`config.mk`:
```
export PLATFORM = sky130hd
export DESIGN_NAME = kwdt_top
export DESIGN_NICKNAME = d
export VERILOG_FILES = /design/src/hdl/kwdt_prescaler.v /design/src/hdl/kwdt_top.v
export VERILOG_INCLUDE_DIRS = /design/src /design/src/hdl
export SDC_FILE = /design/constraint.sdc
export NUM_CORES = 1
export LEC_CHECK = 0
export BUFFER_PORTS_ARGS = -buffer_cell sky130_fd_sc_hd__buf_2
export CAP_MARGIN = 20
export CORE_MARGIN = 2
export CORE_UTILIZATION = 49
export CTS_BUF_LIST = sky130_fd_sc_hd__clkbuf_8
export DETAILED_ROUTE_END_ITERATION = 10
export PLACE_DENSITY = 0.8
export SLEW_MARGIN = 20
export SYNTH_ARGS = -nofsm -noshare
export SYNTH_HDL_FRONTEND = slang
export SYNTH_SLANG_ARGS = --single-unit
export TNS_END_PERCENT = 100
```
`constraint.sdc`:
```
create_clock -name clk_in -period 2.3 [get_ports clk_in]
set_input_delay 0.115 -clock clk_in [delete_from_list [all_inputs] [get_ports clk_in]]
set_output_delay 0.115 -clock clk_in [all_outputs]
set_load 0.03 [all_outputs]
```
`src/hdl/kwdt_regs.vh`:
```
`ifndef KWDT_REGS_VH
`define KWDT_REGS_VH

// register byte offsets
`define KWDT_OFS_MODE 4'h0
`define KWDT_OFS_CLOCK 4'h4
`define KWDT_OFS_RESTART 4'h8
`define KWDT_OFS_STATUS 4'hC
`define KWDT_OFS_IRQ_STAT 4'h0
`define KWDT_OFS_IRQ_MASK 4'h4
`define KWDT_ADDR_W 5
`define KWDT_A_MODE 5'h00
`define KWDT_A_CLOCK 5'h04
`define KWDT_A_RESTART 5'h08
`define KWDT_A_STATUS 5'h0C
`define KWDT_A_IRQ_STAT 5'h10
`define KWDT_A_IRQ_MASK 5'h14

// overflow_mode fields
`define KWDT_MODE_EN 0
`define KWDT_MODE_RST 1
`define KWDT_MODE_IRQ 2
`define KWDT_MODE_PIN 3
`define KWDT_MODE_KEY 12'h234

// clock_mode fields
`define KWDT_CLK_KEY 9'h06E

// restart key
`define KWDT_RESTART_KEY 16'hC071

// reset values
`define KWDT_MODE_RESET 4'h0
`define KWDT_CLK_RESET 6'h00

// timing
`define KWDT_PIN_CYCLES 4'h8
`define KWDT_DIV_W 12
`define KWDT_SYSRST_CYCLES 4'h8

`endif

```
`src/hdl/kwdt_prescaler.v`:
```
`timescale 1ns/1ps
`include "kwdt_regs.vh"

// free-running divider; one-cycle tick at the selected tap rate
module kwdt_prescaler (
    input wire clk_in,
    input wire reset_in,
    input wire [1:0] tick_select_in,
    output reg tick_out
);
    reg [`KWDT_DIV_W-1:0] div_q;
    reg [`KWDT_DIV_W-1:0] mask;

    // terminal mask for each tap: /32, /128, /1024, /4096
    always @* begin
        case (tick_select_in)
            2'h0: mask = 12'h01F;
            2'h1: mask = 12'h07F;
            2'h2: mask = 12'h3FF;
            default: mask = 12'hFFF;
        endcase
    end

    // counter and tick flop
    always @(posedge clk_in) begin
        if (reset_in) begin
            div_q <= 12'h000;
            tick_out <= 1'b0;
        end else begin
            div_q <= div_q + 12'h001;
            tick_out <= ((div_q & mask) == mask);
        end
    end
endmodule

```
`src/hdl/kwdt_top.v`:
```
`timescale 1ns/1ps
`include "kwdt_regs.vh"

module kwdt_top (
    input wire clk_in,
    input wire reset_in,
    input wire [`KWDT_ADDR_W-1:0] addr_in,
    input wire [31:0] wdata_in,
    input wire wr_in,
    input wire rd_in,
    output reg [31:0] rdata_out,
    output reg overflow_sys_reset_out,
    output reg overflow_irq_pulse_out,
    output reg overflow_pin_n_out,
    output reg irq_out
);
    reg [3:0] mode_q;
    reg [5:0] clk_mode_q;
    reg [15:0] count_q;
    reg seen_q;
    reg ovf_armed_q;
    reg [3:0] pin_cnt_q;
    reg [3:0] rst_cnt_q;
    reg [1:0] irq_stat_q;
    reg [1:0] irq_mask_q;
    wire tick;
    wire wr_mode;
    wire wr_clock;
    wire restart;
    wire ovf_event;
    wire [3:0] preload_nibble;
    reg [31:0] rdata_d;

    // access decode
    function wr_hit;
        input [`KWDT_ADDR_W-1:0] a;
        input [`KWDT_ADDR_W-1:0] target;
        begin
            wr_hit = (a == target);
        end
    endfunction

    assign wr_mode = wr_in && wr_hit(addr_in, `KWDT_A_MODE) &&
        (wdata_in[15:4] == `KWDT_MODE_KEY);
    assign wr_clock = wr_in && wr_hit(addr_in, `KWDT_A_CLOCK) &&
        (wdata_in[15:7] == `KWDT_CLK_KEY);
    assign restart = wr_in && wr_hit(addr_in, `KWDT_A_RESTART) &&
        (wdata_in[15:0] == `KWDT_RESTART_KEY);
    assign preload_nibble = clk_mode_q[5:2];

    // overflow: enabled counter at zero, once until next restart
    assign ovf_event = mode_q[`KWDT_MODE_EN] && (count_q == 16'h0000) &&
        ovf_armed_q && !restart;

    kwdt_prescaler u_pre (
        .clk_in(clk_in),
        .reset_in(reset_in),
        .tick_select_in(clk_mode_q[1:0]),
        .tick_out(tick)
    );

    // keyed configuration registers
    always @(posedge clk_in) begin
        if (reset_in) begin
            mode_q <= `KWDT_MODE_RESET;
            clk_mode_q <= `KWDT_CLK_RESET;
        end else begin
            if (wr_mode) begin
                mode_q <= wdata_in[3:0];
            end
            if (wr_clock) begin
                clk_mode_q <= wdata_in[5:0];
            end
        end
    end

    // down counter with keyed restart
    always @(posedge clk_in) begin
        if (reset_in) begin
            count_q <= 16'hFFFF;
            ovf_armed_q <= 1'b1;
        end else if (restart) begin
            count_q <= {preload_nibble, 12'hFFF};
            ovf_armed_q <= 1'b1;
        end else begin
            if (ovf_event) begin
                ovf_armed_q <= 1'b0;
            end
            if (tick && mode_q[`KWDT_MODE_EN] && count_q != 16'h0000) begin
                count_q <= count_q - 16'h0001;
            end
        end
    end

    // status flag: set by overflow, cleared by restart or reset
    always @(posedge clk_in) begin
        if (reset_in) begin
            seen_q <= 1'b0;
        end else if (ovf_event) begin
            seen_q <= 1'b1;
        end else if (restart) begin
            seen_q <= 1'b0;
        end
    end

    // overflow outputs
    always @(posedge clk_in) begin
        if (reset_in) begin
            overflow_irq_pulse_out <= 1'b0;
            overflow_pin_n_out <= 1'b1;
            overflow_sys_reset_out <= 1'b0;
            pin_cnt_q <= 4'h0;
            rst_cnt_q <= 4'h0;
        end else begin
            overflow_irq_pulse_out <= ovf_event &&
                mode_q[`KWDT_MODE_IRQ];
            if (ovf_event && mode_q[`KWDT_MODE_PIN]) begin
                pin_cnt_q <= `KWDT_PIN_CYCLES;
                overflow_pin_n_out <= 1'b0;
            end else if (pin_cnt_q > 4'h1) begin
                pin_cnt_q <= pin_cnt_q - 4'h1;
                overflow_pin_n_out <= 1'b0;
            end else begin
                pin_cnt_q <= 4'h0;
                overflow_pin_n_out <= 1'b1;
            end
            if (ovf_event && mode_q[`KWDT_MODE_RST]) begin
                rst_cnt_q <= `KWDT_SYSRST_CYCLES;
                overflow_sys_reset_out <= 1'b1;
            end else if (rst_cnt_q > 4'h1) begin
                rst_cnt_q <= rst_cnt_q - 4'h1;
                overflow_sys_reset_out <= 1'b1;
            end else begin
                rst_cnt_q <= 4'h0;
                overflow_sys_reset_out <= 1'b0;
            end
        end
    end

    // sticky interrupt status (bit0 overflow, bit1 restart), set wins
    always @(posedge clk_in) begin
        if (reset_in) begin
            irq_stat_q <= 2'h0;
            irq_mask_q <= 2'h0;
            irq_out <= 1'b0;
        end else begin
            if (wr_in && wr_hit(addr_in, `KWDT_A_IRQ_STAT)) begin
                irq_stat_q <= (irq_stat_q & ~wdata_in[1:0]) |
                    {restart, ovf_event};
            end else begin
                irq_stat_q <= irq_stat_q | {restart, ovf_event};
            end
            if (wr_in && wr_hit(addr_in, `KWDT_A_IRQ_MASK)) begin
                irq_mask_q <= wdata_in[1:0];
            end
            irq_out <= |(irq_stat_q & irq_mask_q);
        end
    end

    // read mux; keys read as zero, unmapped reads zero
    always @* begin
        rdata_d = 32'h00000000;
        case (addr_in)
            `KWDT_A_MODE: rdata_d = {28'h0000000, mode_q};
            `KWDT_A_CLOCK: rdata_d = {26'h0000000, clk_mode_q};
            `KWDT_A_STATUS: rdata_d = {31'h00000000, seen_q};
            `KWDT_A_IRQ_STAT: rdata_d = {30'h00000000, irq_stat_q};
            `KWDT_A_IRQ_MASK: rdata_d = {30'h00000000, irq_mask_q};
            default: rdata_d = 32'h00000000;
        endcase
    end

    // read data register, valid in the cycle after the strobe
    always @(posedge clk_in) begin
        if (reset_in) begin
            rdata_out <= 32'h00000000;
        end else if (rd_in) begin
            rdata_out <= rdata_d;
        end else begin
            rdata_out <= 32'h00000000;
        end
    end
endmodule

```
==> metrics <==
Synth Area in Adders 2.96%; vias in the first global route approximately 2,200; WP data required 2.52 ns; HP Class in -> reg; Worst R2R Start count_q[0]; share of post-route cells with drive strength above 1 between 10% and 20%; clk root buf clkbuf_8; R2R depth 5; Pleak approximately 0.0013 uW; outcome complete, no violations; max incr delay on CP 0.54 ns; maximum VDD drop 0.463 mV; post-DP HPWL 4260 um; critical-path maximum fanout 5; Max Clk Rate 446 MHz; power per cell area between 600 and 700 nW/um2; Commonest cells post-synth dfxtp_1 (63), nor2_1 (38), buf_4 (26), nand2_1 (24), xnor2_1 (18); synth top area cells dfxtp_1 (43%), buf_4 (6.6%), xnor2_1 (5.3%), nor2_1 (4.8%), mux2i_1 (4.4%); Area Growth Syn to Fin 14.3%; clock latency on the worst-skew pair 0.34 ns; Critical Path Sink count_q[15]; placed cell area 3140 um2; Critical Path End Type register; Finished Layout Cells 449; PortBufs 34; TritonCTS Buffers 9; vias per cell 5.17; Yosys top cell by area dfxtp_1; gr usage total between 10% and 20%; clock buffer depth 2; Critical-path top delay cell or4_4; number of synthesized flops with an enable pin 0; most used cell, CP or4_4; mapped cell area 2960 um2; Initial Util 50.3%; critical path class reg -> reg; Yosys reg bits 63; first-pass GRT wire length 9300 um; CP top delay family simple AND/OR/NAND/NOR gates; final net count approximately 420; Worst Path Buf+Inv 0; Slew Limit Fails 0; final hold vios 0; Post-synth ARST share 0%; 1st-pass router iterations 4; IO Count 77; Clock Skews just over 0.009 ns; GPL Wtd Cong 0.848; CTS tree yes; Arr. time, crit path about 2.5 ns; worst hold slack 0.0521 ns; area share of the largest cell type after synthesis 42.6%; Crit. path cell count 5; Cell Rows 28; die area roughly 6700 um2; fin crit share roughly 97%; share of synthesized cell area in and, or, nand and nor gates 23.8%; initial antenna violation count 0; maximum number of pins on one net before global-route repair 32; Diodes inserted 0; Clock Sink Count 63; post-synthesis mux area share 5.92%; CP startpoint kind register; WL final 5860 um; Synth Area in XOR/XNOR 7.11%; Max transition margin 36.1%; Synth Area in Compound Gates 8.46%; FF-to-FF setup slack 0.06 ns; Avg WL per Cell 13.0 um; Syn Inst Count 326; Die W 81.7 um; Clk pin slew, worst setup/hold paths 0.07 ns; CP startpoint count_q[0]; Synth Area per Inst about 9 um2; R2R Path End count_q[15]; number of synthesis warnings 0; core footprint 5890 um2; grt ovf 0; min Tclk post-route 2.24 ns; top_reg_cell synth dfxtp_1; dpl cells 433; H-tree depth 3; initial drt markers 146; post-route cell area between 3000 and 4000 um2; DR DRC count 0; total power 2310 uW; die height 81.7 um; CTS Hold Bufs 0; top-count cell post-synth dfxtp_1; setup violators final 0; Antenna Nets Post-Route 0; routed vias approximately 2,300; max_cap viols 0; worst-path cell chain or4_4, or3_4, or4_4, o21a_1, o32a_1; Yosys cell types 46; Slew @ Worst Pin 0.955 ns; largest family of logic cells by synthesized area simple AND/OR/NAND/NOR gates; sequential area share after synthesis 42.6%
-- registers in the layout, summed over array words and instances (netlist names) --
register / count
count_q: 16
u_pre.div_q: 12
clk_mode_q: 6
rdata_out: 6
mode_q: 4
pin_cnt_q: 4
rst_cnt_q: 4
irq_mask_q: 2
irq_stat_q: 2
irq_out: 1
overflow_irq_pulse_out: 1
overflow_pin_n_out: 1
overflow_sys_reset_out: 1
ovf_armed_q: 1
seen_q: 1
u_pre.tick_out: 1
-- how the worst min path moves through the flow --
stage | from | cells past startpoint | slack [ns] | to
global placement | wdata_in[2] | 3 | 0.39 | mode_q[2]
floorplan | wdata_in[0] | 2 | 0.25 | clk_mode_q[0]
detailed placement | wdata_in[2] | 3 | 0.40 | mode_q[2]
finish | wdata_in[2] | 3 | 0.05 | mode_q[2]
CTS | wdata_in[2] | 3 | 0.04 | mode_q[2]
global route | wdata_in[2] | 3 | 0.04 | mode_q[2]
-- metrics by stage --
stage / TNS, ns / utilization, % / setup WS, ns
after floorplan: 0 / - / 0.0539
after global placement: 0 / 53.4 / 0.0423
after detailed placement: 0 / 53.4 / 0.0173
after CTS: 0 / 57.3 / 0.0452
after global routing: -0.00457 / 57.4 / -0.00457
final: 0 / 57.4 / 0.0580
-- tightest hold or removal path, cell delays in order --
cell and delay (ns):
buf_2 0.10, mux2i_1 0.07, nor2_1 0.07
-- what timing repair did --
action,in CTS,in global routing
setup buffers,0,0
pin swaps,1,0
gates cloned,0,0
setup endpoints to repair,2,2
gates resized for setup,0,1
-- metal layers --
metal | share of wire (%) | global-route usage (%) | up-vias
li1 | - | - | 1176
met1 | 44 | 21.6 | 1070
met2 | 50 | 31.0 | 68
met3 | 5.4 | 5.82 | 6
met4 | 0.96 | 7.33 | 0
met5 | 0 | 0 | -
-- cell families after synthesis --
logic type                 count (synthesis)
and+or+nand+nor                          136
DFF                                       63
buffers and inverters                     45
AOI/OAI and AO/OA                         35
xor gates and xnor gates                  24
muxes                                     15
adders and majority gates                  7
other                                      1
-- area by class of cell --
| class | instances | area [um2] |
|---|---|---|
| clock buffer | 11 | 151 |
| fill | 519 | 2510 |
| inverter | 11 | 41.3 |
| sequential | 63 | 1260 |
| multi-input combinational | 243 | 1530 |
| tap | 75 | 93.8 |
| clock inverter | 5 | 80.1 |
| timing repair buffer | 41 | 223 |
-- cells in the final DEF, fill, tap and decap left out, drive strengths merged, types with 3 or more instances in the layout --
| cell type | instances |
|---|---|
| nand2 | 24 |
| xor2 | 6 |
| inv | 11 |
| xnor2 | 18 |
| and3 | 4 |
| o21ai | 6 |
| nor4b | 3 |
| and2 | 3 |
| a21oi | 5 |
| nor2b | 4 |
| nor4 | 5 |
| nand4 | 4 |
| conb | 26 |
| or3 | 8 |
| clkbuf | 11 |
| a211oi | 7 |
| nor2 | 39 |
| o31ai | 4 |
| nand3 | 14 |
| nor3 | 17 |
| mux2i | 13 |
| ha | 7 |
| dfxtp | 63 |
| buf | 41 |
-- where the power goes --
part           switching, uW  internal [uW]
combinational            100           29.8
clock                    414            667
sequential              4.51           1100
total                    519           1790
(Power assumes the default switching activity.)
